## src/hdl/i2cs_defs.svh

```systemverilog
// Register offsets, field positions, reset values and counts for the two-wire slave.
// Included by the slave top; APB byte addresses, one 32-bit word per register.
`ifndef I2CS_DEFS_SVH
`define I2CS_DEFS_SVH

`define I2CS_OFF_CTL0       8'h00
`define I2CS_OFF_CTL1       8'h04
`define I2CS_OFF_DATA       8'h08
`define I2CS_OFF_ADDR       8'h0C
`define I2CS_OFF_CLOCK_MODE_REGISTER     8'h10

`define I2CS_CTL0_EN        1
`define I2CS_CTL0_MODE_LSB  5
`define I2CS_MODE_TWOWIRE   3'h6
`define I2CS_CLOCK_MODE_REGISTER_IDLE    4

`define I2CS_CTL1_HCF       7
`define I2CS_CTL1_ADDRESS_MATCH_FLAG      6
`define I2CS_CTL1_HBB       5
`define I2CS_CTL1_HTX       4
`define I2CS_CTL1_ACK_TO_SEND_BIT      3
`define I2CS_CTL1_SRW       2
`define I2CS_CTL1_RECEIVED_ACK_FLAG      0

`define I2CS_CTL0_RST       8'h00
`define I2CS_CLOCK_MODE_REGISTER_RST     8'h00
`define I2CS_ADDR_RST       8'h00
`define I2CS_DATA_RST       8'h00
`define I2CS_RECEIVED_ACK_FLAG_RST       1'b1
`define I2CS_BYTE_BITS      4'h8
`define I2CS_LAST_TX_FALL   4'h7

`endif

```

## src/hdl/i2cs_pkg.sv

```systemverilog
// Types shared by the two-wire slave and its line filter.
// Constants live in i2cs_defs.svh; nothing here is imported.
package i2cs_pkg;

    typedef enum logic [2:0] {
        ST_IDLE,
        ST_ADDR,
        ST_AACK,
        ST_HOLD,
        ST_RX,
        ST_RACK,
        ST_TX,
        ST_TACK
    } i2cs_state_e;

    typedef struct packed {
        logic scl;
        logic sda;
    } i2cs_lines_s;

    typedef struct packed {
        logic byte_done_flag;
        logic address_match_flag;
        logic bus_busy_flag;
        logic master_direction_flag;
        logic received_ack_flag;
    } i2cs_flags_s;

endpackage

```

## src/hdl/i2cs_line_filter.sv

```systemverilog
// Two-flop synchroniser plus debounce for the bus clock and data inputs.
// Assumes raw pin levels asynchronous to pclk; both lines get the same delay.
module i2cs_line_filter #(
    parameter int DEBOUNCE = 0
) (
    input  wire logic               pclk,
    input  wire logic               presetn,
    input  wire logic               pce,
    input  wire i2cs_pkg::i2cs_lines_s raw,
    output i2cs_pkg::i2cs_lines_s   filt
);

    localparam logic [1:0] DEB = 2'(DEBOUNCE);

    logic [1:0] raw_v;
    logic [1:0] filt_v;

    assign raw_v = raw;
    assign filt  = filt_v;

    // Data filtered like the clock, otherwise a delayed clock fakes start/stop
    genvar gi;
    generate
        for (gi = 0; gi < 2; gi++) begin : g_lane
            logic       s1_reg;
            logic       s2_reg;
            logic       out_reg;
            logic       out_next;
            logic [1:0] cnt_reg;
            logic [1:0] cnt_next;

            always_comb begin
                out_next = out_reg;
                cnt_next = cnt_reg;
                if (s2_reg == out_reg) begin
                    cnt_next = 2'h0;
                end else if (cnt_reg == DEB) begin
                    out_next = s2_reg;
                    cnt_next = 2'h0;
                end else begin
                    cnt_next = cnt_reg + 2'h1;
                end
            end

            always_ff @(posedge pclk or negedge presetn) begin
                if (!presetn) begin
                    s1_reg  <= 1'b1;
                    s2_reg  <= 1'b1;
                    out_reg <= 1'b1;
                    cnt_reg <= 2'h0;
                end else if (pce) begin
                    s1_reg  <= raw_v[gi];
                    s2_reg  <= s1_reg;
                    out_reg <= out_next;
                    cnt_reg <= cnt_next;
                end
            end

            assign filt_v[gi] = out_reg;
        end
    endgenerate

endmodule

```

## src/hdl/i2cs_slave.sv

```systemverilog
// Slave-only two-wire serial interface with an APB register file.
// Assumes an APB master on pclk and open-drain bus pins resolved outside.
`include "i2cs_defs.svh"

// Functional notes
// - Bus lines are only pulled low or released, never driven high.
// - No select input; the slave is chosen only by the bus address.
// - Only slave transmit and slave receive modes exist.
// - Without the pin-assignment option the enable bit does nothing.
// - An option lets the interface keep running without the internal clock.
// - Incoming clock is debounced by zero to three system clocks.
// - All bus data goes through the single 8-bit data buffer.
// - Idle-run bit 4 of clock mode keeps or stops the interface in Idle.
// - Enable cleared releases both lines and frees pins for segments.
// - Control contents are kept across enabling; software initialises them.
// - Mode field value 110 selects the two-wire function.
// - Received-ack flag takes the sampled ninth-clock level after transmit.
// - Transmit goes on while acked; on no ack the data line is released.
// - Direction flag keeps the read/write bit after the matched address.
// - In receive, the ack-to-send bit is driven on the ninth clock.
// - Transmit-select bit high means transmit, low means receive.
// - Seven address bits, MSB first, matched against own address bits 7:1.
// - Byte-done flag is low during a byte, high when eight data bits complete; the address byte leaves it low.
// - Bus-busy flag set on start, cleared on stop.
// - After a match in receive, a dummy buffer read releases the clock.
module i2cs_slave #(
    parameter int SIM_FUNCTION = 1,
    parameter int ALT_CLOCK    = 0,
    parameter int DEBOUNCE     = 0
) (
    input  wire logic        pclk,
    input  wire logic        presetn,
    input  wire logic        pce,
    input  wire logic        psel,
    input  wire logic        penable,
    input  wire logic        pwrite,
    input  wire logic [7:0]  paddr,
    input  wire logic [31:0] pwdata,
    output logic      [31:0] prdata,
    output logic             pready,
    output logic             pslverr,
    input  wire logic        idle_mode,
    input  wire logic        sleep_mode,
    input  wire logic        scl_in,
    output logic             scl_out,
    output logic             scl_oe_n,
    input  wire logic        sda_in,
    output logic             sda_out,
    output logic             sda_oe_n,
    output logic             lcd_segment_function
);

    // One-hot: ctl0, ctl1, data, addr, clock_mode_register
    function automatic logic [4:0] reg_decode(input logic [7:0] a);
        reg_decode = {a == `I2CS_OFF_CLOCK_MODE_REGISTER, a == `I2CS_OFF_ADDR, a == `I2CS_OFF_DATA,
                      a == `I2CS_OFF_CTL1, a == `I2CS_OFF_CTL0};
    endfunction

    logic [7:0]  ctl0_reg;
    logic [7:0]  ctl0_next;
    logic [7:0]  clock_mode_register_reg;
    logic [7:0]  clock_mode_register_next;
    logic [7:0]  own_addr_reg;
    logic [7:0]  own_addr_next;
    logic        htx_reg;
    logic        htx_next;
    logic        ack_to_send_bit_reg;
    logic        ack_to_send_bit_next;
    logic [31:0] prdata_reg;
    logic [31:0] prdata_next;
    logic        pready_reg;
    logic        pready_next;
    logic        pslverr_reg;
    logic        pslverr_next;

    i2cs_pkg::i2cs_state_e state_reg;
    i2cs_pkg::i2cs_state_e state_next;
    i2cs_pkg::i2cs_flags_s flags_reg;
    i2cs_pkg::i2cs_flags_s flags_next;
    logic [3:0]  cnt_reg;
    logic [3:0]  cnt_next;
    logic [7:0]  sh_reg;
    logic [7:0]  sh_next;
    logic [7:0]  dbuf_reg;
    logic [7:0]  dbuf_next;
    logic        scl_q_reg;
    logic        scl_q_next;
    logic        sda_q_reg;
    logic        sda_q_next;
    logic        scl_oe_n_reg;
    logic        scl_oe_n_next;
    logic        sda_oe_n_reg;
    logic        sda_oe_n_next;
    logic        seg_reg;
    logic        seg_next;
    logic        scl_out_reg;
    logic        sda_out_reg;

    logic [4:0]  hit;
    logic        acc_done;
    logic        dbuf_wr;
    logic        dbuf_acc;
    logic        active;
    logic        scl_rise;
    logic        scl_fall;
    logic        start_det;
    logic        stop_det;
    logic [7:0]  tx_byte;
    logic [7:0]  ctl1_view;
    i2cs_pkg::i2cs_lines_s raw_lines;
    i2cs_pkg::i2cs_lines_s filt_lines;

    assign raw_lines = '{scl: scl_in, sda: sda_in};

    i2cs_line_filter #(
        .DEBOUNCE (DEBOUNCE)
    ) u_filter (
        .pclk    (pclk),
        .presetn (presetn),
        .pce     (pce),
        .raw     (raw_lines),
        .filt    (filt_lines)
    );

    // Register file and APB answer; one wait state per access
    always_comb begin
        hit      = reg_decode(paddr);
        acc_done = psel && penable && pready_reg;
        dbuf_wr  = acc_done && pwrite && hit[2];
        dbuf_acc = acc_done && hit[2];
        ctl1_view = 8'h00;
        ctl1_view[`I2CS_CTL1_HCF]  = flags_reg.byte_done_flag;
        ctl1_view[`I2CS_CTL1_ADDRESS_MATCH_FLAG] = flags_reg.address_match_flag;
        ctl1_view[`I2CS_CTL1_HBB]  = flags_reg.bus_busy_flag;
        ctl1_view[`I2CS_CTL1_HTX]  = htx_reg;
        ctl1_view[`I2CS_CTL1_ACK_TO_SEND_BIT] = ack_to_send_bit_reg;
        ctl1_view[`I2CS_CTL1_SRW]  = flags_reg.master_direction_flag;
        ctl1_view[`I2CS_CTL1_RECEIVED_ACK_FLAG] = flags_reg.received_ack_flag;
        ctl0_next     = ctl0_reg;
        clock_mode_register_next   = clock_mode_register_reg;
        own_addr_next = own_addr_reg;
        htx_next      = htx_reg;
        ack_to_send_bit_next     = ack_to_send_bit_reg;
        prdata_next   = prdata_reg;
        pready_next   = 1'b0;
        pslverr_next  = 1'b0;
        if (psel && penable && !pready_reg) begin
            pready_next  = 1'b1;
            pslverr_next = (hit == 5'h00);
            prdata_next  = 32'h0000_0000;
            if (!pwrite) begin
                prdata_next[7:0] = ({8{hit[0]}} & ctl0_reg) | ({8{hit[1]}} & ctl1_view)
                                 | ({8{hit[2]}} & dbuf_reg)
                                 | ({8{hit[3]}} & {own_addr_reg[7:1], 1'b0})
                                 | ({8{hit[4]}} & (clock_mode_register_reg & 8'h10));
            end
        end
        // Contents kept across enable; software must set them up first
        if (acc_done && pwrite) begin
            if (hit[0]) begin
                ctl0_next = pwdata[7:0];
            end
            if (hit[1]) begin
                htx_next  = pwdata[`I2CS_CTL1_HTX];
                ack_to_send_bit_next = pwdata[`I2CS_CTL1_ACK_TO_SEND_BIT];
            end
            if (hit[3]) begin
                own_addr_next = pwdata[7:0];
            end
            if (hit[4]) begin
                clock_mode_register_next = pwdata[7:0];
            end
        end
    end

    always_ff @(posedge pclk or negedge presetn) begin
        if (!presetn) begin
            ctl0_reg     <= `I2CS_CTL0_RST;
            clock_mode_register_reg   <= `I2CS_CLOCK_MODE_REGISTER_RST;
            own_addr_reg <= `I2CS_ADDR_RST;
            htx_reg      <= 1'b0;
            ack_to_send_bit_reg     <= 1'b0;
            prdata_reg   <= 32'h0000_0000;
            pready_reg   <= 1'b0;
            pslverr_reg  <= 1'b0;
        end else if (pce) begin
            ctl0_reg     <= ctl0_next;
            clock_mode_register_reg   <= clock_mode_register_next;
            own_addr_reg <= own_addr_next;
            htx_reg      <= htx_next;
            ack_to_send_bit_reg     <= ack_to_send_bit_next;
            prdata_reg   <= prdata_next;
            pready_reg   <= pready_next;
            pslverr_reg  <= pslverr_next;
        end
    end

    // Bus engine
    always_comb begin
        active = (SIM_FUNCTION != 0) && ctl0_reg[`I2CS_CTL0_EN]
              && (ctl0_reg[7:`I2CS_CTL0_MODE_LSB] == `I2CS_MODE_TWOWIRE)
              && !(idle_mode && !clock_mode_register_reg[`I2CS_CLOCK_MODE_REGISTER_IDLE])
              && !(sleep_mode && (ALT_CLOCK == 0));
        scl_rise  = filt_lines.scl && !scl_q_reg;
        scl_fall  = !filt_lines.scl && scl_q_reg;
        // Only the outside master makes these; our own data edges fall with clock low
        start_det = filt_lines.scl && scl_q_reg && sda_q_reg && !filt_lines.sda;
        stop_det  = filt_lines.scl && scl_q_reg && !sda_q_reg && filt_lines.sda;
        tx_byte   = dbuf_wr ? pwdata[7:0] : dbuf_reg;
        state_next    = state_reg;
        flags_next    = flags_reg;
        cnt_next      = cnt_reg;
        sh_next       = sh_reg;
        dbuf_next     = dbuf_wr ? pwdata[7:0] : dbuf_reg;
        scl_q_next    = filt_lines.scl;
        sda_q_next    = filt_lines.sda;
        scl_oe_n_next = scl_oe_n_reg;
        sda_oe_n_next = sda_oe_n_reg;
        seg_next      = !active;
        if (!active) begin
            state_next     = i2cs_pkg::ST_IDLE;
            flags_next.bus_busy_flag = 1'b0;
            scl_oe_n_next  = 1'b1;
            sda_oe_n_next  = 1'b1;
        end else if (stop_det) begin
            state_next     = i2cs_pkg::ST_IDLE;
            flags_next.bus_busy_flag = 1'b0;
            scl_oe_n_next  = 1'b1;
            sda_oe_n_next  = 1'b1;
        end else if (start_det) begin
            state_next      = i2cs_pkg::ST_ADDR;
            flags_next.bus_busy_flag  = 1'b1;
            flags_next.address_match_flag = 1'b0;
            flags_next.byte_done_flag  = 1'b0;
            cnt_next        = 4'h0;
            scl_oe_n_next   = 1'b1;
            sda_oe_n_next   = 1'b1;
        end else begin
            // Slave transmit and slave receive only
            case (state_reg)
                i2cs_pkg::ST_ADDR: begin
                    if (scl_rise) begin
                        sh_next  = {sh_reg[6:0], filt_lines.sda};
                        cnt_next = cnt_reg + 4'h1;
                    end else if (scl_fall && cnt_reg == `I2CS_BYTE_BITS) begin
                        // Selection by address alone
                        if (sh_reg[7:1] == own_addr_reg[7:1]) begin
                            flags_next.address_match_flag = 1'b1;
                            flags_next.master_direction_flag  = sh_reg[0];
                            sda_oe_n_next   = 1'b0;
                            state_next      = i2cs_pkg::ST_AACK;
                        end else begin
                            state_next = i2cs_pkg::ST_IDLE;
                        end
                    end
                end
                i2cs_pkg::ST_AACK: begin
                    if (scl_fall) begin
                        sda_oe_n_next = 1'b1;
                        scl_oe_n_next = 1'b0;
                        state_next    = i2cs_pkg::ST_HOLD;
                    end
                end
                i2cs_pkg::ST_HOLD: begin
                    // Any buffer access, a dummy read too, lets the clock go
                    if (dbuf_acc) begin
                        scl_oe_n_next  = 1'b1;
                        cnt_next       = 4'h0;
                        flags_next.byte_done_flag = 1'b0;
                        if (htx_reg) begin
                            sh_next       = tx_byte;
                            sda_oe_n_next = tx_byte[7];
                            state_next    = i2cs_pkg::ST_TX;
                        end else begin
                            state_next = i2cs_pkg::ST_RX;
                        end
                    end
                end
                i2cs_pkg::ST_RX: begin
                    if (scl_rise) begin
                        sh_next  = {sh_reg[6:0], filt_lines.sda};
                        cnt_next = cnt_reg + 4'h1;
                    end else if (scl_fall && cnt_reg == `I2CS_BYTE_BITS) begin
                        dbuf_next       = sh_reg;
                        flags_next.byte_done_flag  = 1'b1;
                        flags_next.address_match_flag = 1'b0;
                        sda_oe_n_next   = ack_to_send_bit_reg;
                        state_next      = i2cs_pkg::ST_RACK;
                    end
                end
                i2cs_pkg::ST_RACK: begin
                    if (scl_fall) begin
                        sda_oe_n_next = 1'b1;
                        if (!ack_to_send_bit_reg) begin
                            scl_oe_n_next = 1'b0;
                            state_next    = i2cs_pkg::ST_HOLD;
                        end else begin
                            state_next = i2cs_pkg::ST_IDLE;
                        end
                    end
                end
                i2cs_pkg::ST_TX: begin
                    if (scl_fall) begin
                        if (cnt_reg == `I2CS_LAST_TX_FALL) begin
                            sda_oe_n_next   = 1'b1;
                            flags_next.byte_done_flag  = 1'b1;
                            flags_next.address_match_flag = 1'b0;
                            state_next      = i2cs_pkg::ST_TACK;
                        end else begin
                            sh_next       = {sh_reg[6:0], 1'b0};
                            sda_oe_n_next = sh_reg[6];
                        end
                        cnt_next = cnt_reg + 4'h1;
                    end
                end
                i2cs_pkg::ST_TACK: begin
                    if (scl_rise) begin
                        flags_next.received_ack_flag = filt_lines.sda;
                    end else if (scl_fall) begin
                        if (!flags_reg.received_ack_flag) begin
                            scl_oe_n_next = 1'b0;
                            state_next    = i2cs_pkg::ST_HOLD;
                        end else begin
                            state_next = i2cs_pkg::ST_IDLE;
                        end
                    end
                end
                default: begin
                    state_next = i2cs_pkg::ST_IDLE;
                end
            endcase
        end
    end

    always_ff @(posedge pclk or negedge presetn) begin
        if (!presetn) begin
            state_reg    <= i2cs_pkg::ST_IDLE;
            flags_reg    <= '{byte_done_flag: 1'b0, address_match_flag: 1'b0, bus_busy_flag: 1'b0, master_direction_flag: 1'b0,
                              received_ack_flag: `I2CS_RECEIVED_ACK_FLAG_RST};
            cnt_reg      <= 4'h0;
            sh_reg       <= 8'h00;
            dbuf_reg     <= `I2CS_DATA_RST;
            scl_q_reg    <= 1'b1;
            sda_q_reg    <= 1'b1;
            scl_oe_n_reg <= 1'b1;
            sda_oe_n_reg <= 1'b1;
            seg_reg      <= 1'b1;
            scl_out_reg  <= 1'b0;
            sda_out_reg  <= 1'b0;
        end else if (pce) begin
            state_reg    <= state_next;
            flags_reg    <= flags_next;
            cnt_reg      <= cnt_next;
            sh_reg       <= sh_next;
            dbuf_reg     <= dbuf_next;
            scl_q_reg    <= scl_q_next;
            sda_q_reg    <= sda_q_next;
            scl_oe_n_reg <= scl_oe_n_next;
            sda_oe_n_reg <= sda_oe_n_next;
            seg_reg      <= seg_next;
            scl_out_reg  <= 1'b0;
            sda_out_reg  <= 1'b0;
        end
    end

    assign prdata               = prdata_reg;
    assign pready               = pready_reg;
    assign pslverr              = pslverr_reg;
    assign scl_out              = scl_out_reg;
    assign scl_oe_n             = scl_oe_n_reg;
    assign sda_out              = sda_out_reg;
    assign sda_oe_n             = sda_oe_n_reg;
    assign lcd_segment_function = seg_reg;
endmodule

```

## config.mk

```make
export PLATFORM = sky130hd
export DESIGN_NAME = i2cs_slave
export DESIGN_NICKNAME = d
export VERILOG_FILES = /design/src/hdl/i2cs_pkg.sv /design/src/hdl/i2cs_line_filter.sv /design/src/hdl/i2cs_slave.sv
export VERILOG_INCLUDE_DIRS = /design/src /design/src/hdl
export SDC_FILE = /design/constraint.sdc
export NUM_CORES = 1
export LEC_CHECK = 0
export BUFFER_PORTS_ARGS = -buffer_cell sky130_fd_sc_hd__buf_2
export CAP_MARGIN = 0
export CORE_MARGIN = 2
export CORE_UTILIZATION = 39
export DETAILED_ROUTE_END_ITERATION = 10
export PLACE_DENSITY = 0.66
export SYNTH_ARGS = -nofsm -noshare
export SYNTH_HDL_FRONTEND = slang
export SYNTH_HIERARCHICAL = 1
export SYNTH_SLANG_ARGS = --single-unit
```

## constraint.sdc

```tcl
create_clock -name pclk -period 2.6 [get_ports pclk]
set_clock_uncertainty 0.1 [all_clocks]
set_input_delay 0.52 -clock pclk [delete_from_list [all_inputs] [get_ports pclk]]
set_output_delay 0.52 -clock pclk [all_outputs]
set_load 0.05 [all_outputs]
```

### Yosys cells after proc, flatten, opt, wreduce, memory -nomap -nowiden

Index checks and enable logic that the tools add are counted.

* add/sub/neg operators: 3
* equality and inequality tests: 50
* multiplexer cells: 83
* bitwise gates (word level): 14
* reductions and logical operators: 54

Operator list (number)
* $mux 8: 13
* $ne 5x5->1 const B: 15
* $mux 3: 14
* $and 8x8->8: 4
* $mux 1: 32
* $or 8x8->8: 4
* $mux 2: 13
* $ne 3x3->1 const B: 8
* $pmux 8 s3: 1
* $reduce_and 11->1: 2
* $pmux 3 s7: 1
* $logic_and 1x1->1: 18
* $reduce_and 3->1: 6
* $reduce_and 9->1: 2
* $eq 8x4->1 const B: 2
* $mux 4: 4
* $eq 3x3->1 const B: 5
* $pmux 4 s3: 1
* $reduce_and 12->1: 1
* $reduce_bool 4->1: 3
* $reduce_and 10->1: 1
* $logic_not 1->1: 9
* $and 8x5->8: 1
* $eq 8x3->1 const B: 1
* 28 further kinds: 43

* register bits: 76

### Longest topological paths before layout

* depth in word-level cells: 11
* depth in mapped cells: 8

### By module

The synthesis kept the hierarchy.

Modules (own cells, without submodules)
* i2cs_slave: times used 1, cells an instance 382, area an instance 3647.2 um2, sequential area each 1534.0 um2
* i2cs_line_filter: times used 1, cells an instance 39, area an instance 496.7 um2, sequential area each 257.7 um2

### Worst setup path before layout

Ideal clock, no wire load.

* kind: input-to-reg
* start point: in paddr[1]
* end point: reg state_reg[1]
* data arrival time: 2.419 ns
* data required time: 2.413 ns
* slack: -0.006 ns
* stages on the path: 6
* cell sequence: or4_4 -> nor4b_4 -> a211oi_1 -> a311o_1 -> or4b_1 -> o211ai_1

* word-level cells in the longest chain between the ends: 4

Ends and longest elaborated chain
* start, declared: line i2cs_slave.sv:37 `input wire logic [7:0] paddr,`
* $eq 8x4->1 (no line)
* $logic_and 1x1->1: line i2cs_slave.sv:130 `dbuf_acc = acc_done && hit[2];`
* $ne 5x5->1 (no line)
* $reduce_and 12->1 (no line)
* end signal, assigned: line i2cs_slave.sv:337 `state_reg <= i2cs_pkg::ST_IDLE;`
* end signal, assigned: line i2cs_slave.sv:351 `state_reg <= state_next;`
* end, declared: line i2cs_slave.sv:76 `i2cs_pkg::i2cs_state_e state_reg;`

Every way passes these cells.
A chain may end at the register's enable or synchronous reset.

### Worst setup path after layout

* start point: in paddr[1]
* end point: reg sda_oe_n_reg (netlist: sda_oe_n)

* word-level cells in the longest chain between the ends: 9
* elaborated cells between the ends (all ways): 12

Ends and longest elaborated chain
* $eq 8x4->1 (no line) (*)
* $logic_and 1x1->1: line i2cs_slave.sv:129 `dbuf_wr = acc_done && pwrite && hit[2];`
* $mux 8: line i2cs_slave.sv:209 `tx_byte = dbuf_wr ? pwdata[7:0] : dbuf_reg;`
* $mux 1: line i2cs_slave.sv:270 `if (htx_reg) begin`
* $mux 1: line i2cs_slave.sv:266 `if (dbuf_acc) begin`
* $pmux 1 s5: line i2cs_slave.sv:240 `case (state_reg)`
* $mux 1: line i2cs_slave.sv:230 `end else if (start_det) begin`
* $mux 1: line i2cs_slave.sv:225 `end else if (stop_det) begin`
* $mux 1: line i2cs_slave.sv:220 `if (!active) begin`
* end signal, assigned: line i2cs_slave.sv:359 `sda_oe_n_reg <= sda_oe_n_next;`
* end, declared: line i2cs_slave.sv:92 `logic sda_oe_n_reg;`

Mark *: on every way between the ends. The rest lies on a longest branch, timed or not. The select of a mux whose other input is x is not followed.

==> metrics.md <==
| Metric | Value |
|---|---|
| Status | `finished clean` |
| Fill count | `998` |
| Final Setup Violations | `0` |
| Clk_lat worst skew | `0.36 ns` |
| CP Capture Type | `flip-flop` |
| Worst slew pin tran | `0.584 ns` |
| Worst path slowest cell | `or4_4` |
| Hold buffer count at CTS | `0` |
| Synth cell count leaders | `59 x dfrtp_1, 39 x nand2_1, 36 x o21ai_0` |
| Hold Crit Class | `in2async` |
| Placed cell area | `0.00456 sq mm` |
| Seq/Total Area, Yosys | `43.2%` |
| Prevailing post-synth register cell | `dfrtp_1` |
| Die span in y | `107 um` |
| Most common cell in the netlist | `dfrtp_1` |
| XOR/XNOR Fraction of Synth Area | `2.11%` |
| Clock buffer depth | `2` |
| Tcrit/Tclk final | `93.9%` |
| Cell Rows | `37` |
| Core area | `0.0103 sq mm` |
| GRT Util Overall | `18.1%` |
| First-pass GRT wire length | `16,100 um` |
| Net Sw Frac | `32.4%` |
| Via count | `3,365` |
| IO buf count | `38` |
| Post-cts resize count | `0` |
| Post-CTS Setup Bufs | `0` |
| Post-Synth Simple-Gate Area | `15.9%` |
| Clock power share | `34.5%` |
| # clock sinks | `71` |
| # H-tree levels | `3` |
| Slowest stage delay, CP | `0.57 ns` |
| DR pass1 iterations | `5` |
| Largest family of logic cells by synthesized area | `simple AND/OR/NAND/NOR gates` |
| Register bit total from synthesis | `71` |
| NumNets Final | `534` |
| Maximum capacitance violations | `0` |
| Crit path kind | `in2reg` |
| Cell taking the most area after synthesis | `dfrtp_1` |
| RD Place Congestion | `0.909` |
| R2R depth | `8` |
| Share of the synthesized area in the top cell type | `35.6%` |
| Pre-CTS setup slack | `-0.150 ns` |
| Vias in the first global route | `3,164` |
| Leakage | `2.24 nW` |
| Critical path buffers and inverters | `2` |
| Setup slack after layout | `0.159 ns` |
| Mapped Cells | `421` |
| Maximum number of pins on one net before global-route repair | `72` |
| CP max FO | `3` |
| Antenna diodes | `0` |
| Crit path max-delay family | `simple AND/OR/NAND/NOR gates` |
| Logic gate share of total power | `16.0%` |
| GR Overflow Total | `0` |
| Final core utilization | `46.0%` |
| Power Density | `518 mW/mm^2` |
| Post-DP HPWL | `7240 um` |
| Layout cells sized above 1 | `27.3%` |
| TritonCTS Buffers | `9` |
| Starting density of the core | `40.1%` |
| Total stage count of the critical path | `8` |
| EDFF count, synth | `0` |
| Unique masters post-synth | `55` |
| Initial antenna violation count | `0` |
| RSZ-0062 raised after global routing | `false` |
| WL/cell | `16.2 um` |
| Fraction of registers with async set/reset | `100%` |
| Power Total | `2.46 mW` |
| Hold_ws | `0.0767 ns` |
| Area Overhead vs Synth | `14.5%` |
| Max-slew violation count | `0` |
| Max Clock Freq | `410 MHz` |
| CTS clk-pin slew, worst paths | `0.09 ns` |
| Initial DRC Count | `247` |
| DRC | `0` |
| Critical Path RT | `2.75 ns` |
| Clock root cell | `clkbuf_8` |
| Chip Width | `107 um` |
| Internal cell power | `1.66 mW` |
| Mapped Avg Cell Area | `9.84 sq um` |
| CTS tree | `yes` |
| Post-Synth Adder-Cell Area | `1.81%` |
| Net Switching | `0.796 mW` |
| Mapped cell area | `0.00414 sq mm` |
| Fin. Hold Viols | `0` |
| Via/cell ratio | `5.44` |
| Final Cell Area | `0.00475 sq mm` |
| DRT antenna net count | `0` |
| Die area | `0.0115 sq mm` |
| Flop pwr share | `49.6%` |
| Synth Area in Compound Gates | `15.6%` |
| Post-Route WL | `10,000 um` |
| Crit start category | `input port` |
| YS warnings | `6` |
| Critical Path, Cell by Cell | `buf_2 -> or4_4 -> nor4_2 -> buf_4 -> mux2i_1 -> nor2_1 -> a2111oi_0 -> a22oi_1` |
| Largest cells by area after synthesis | `dfrtp_1 36%, dfstp_2 7.6%, mux2_2 6.5%, buf_4 5.1%, o21ai_0 4.3%` |
| I/O pin count | `89` |
| Relative slew margins | `60.1%` |
| Crit path arrival time | `2.59 ns` |
| VDD IR max | `0.318 mV` |
| Mux share of post-synthesis cell area | `12.9%` |
| Post-layout min period | `2.44 ns` |
## final timing paths
path | from | end | slack (ns)
max in group asynchronous | presetn | u_filter/g_lane[0].s2_reg | 1.98
hold reg to reg | pslverr | pslverr | 0.38
setup / recovery | paddr[1] | sda_oe_n | 0.16
min in group pclk | sda_in | u_filter/g_lane[0].s1_reg | 0.30
setup reg to reg | cnt_reg[0] | state_reg[1] | 0.26
hold / removal | presetn | sh_reg[2] | 0.08
## kinds of logic after synthesis
family / after synthesis
AOI/OAI and AO/OA: 105
xor gates and xnor gates: 10
adders and majority gates: 6
buffers and inverters: 62
DFF: 71
muxes: 42
other: 1
and+or+nand+nor: 124
## worst reg2reg max path: stages (launching register included)
cell and delay (ns):
dfrtp_1 0.43, inv_1 0.08, ha_1 0.15, nand3b_1 0.17, nor3_1 0.35, a211oi_1 0.11
a311o_1 0.33, or4b_1 0.47, o211ai_1 0.10
## power groups by stage
| stage | combinational (mW) | sequential [mW] | clock (mW) |
|---|---|---|---|
| global placement | 0.384 | 1.24 | 0 |
| finish | 0.392 | 1.22 | 0.847 |
| CTS | 0.394 | 1.22 | 0.870 |
| floorplan | 0.326 | 1.22 | 0 |
| detailed placement | 0.393 | 1.24 | 0 |
| global route | 0.430 | 1.23 | 0.925 |
## layout make-up
cell class              instances  area (sq um)  area share [%]
clock buffers                   9           124            2.61
clock inverters                 7          61.3            1.29
inverters                      16          60.1            1.27
multi-input cells             313          2110            44.4
flip-flops and latches         71          1790            37.8
well taps                     136           170            3.59
repair buffers                 67           433            9.12
## metrics by stage
stage               instances  TNS [ns]
floorplan                 446         0
global placement          603    -0.593
detailed placement        603    -0.728
CTS                       619         0
global route              619         0
finish                    619         0
## metal layers
metal	part of all wire (%)	vias to the layer above	global-route usage, %	wire, um
met1	44	1644	23.9	4390
met4	2.2	0	6.77	221
met3	6.9	19	4.07	696
met2	47	115	29.1	4720
li1	-	1587	-	-
met5	0	-	0	0
## placed cells by master, fill, tap and decap left out, types with 12 or more instances in the layout
master / instances
a21oi_1: 20
buf_2: 38
buf_4: 27
conb_1: 26
dfrtp_1: 59
dfstp_2: 12
inv_1: 16
mux2_2: 24
nand2_1: 39
nor2_1: 24
o21ai_0: 36
o22ai_1: 14
Power figures use the tool's default switching activity.
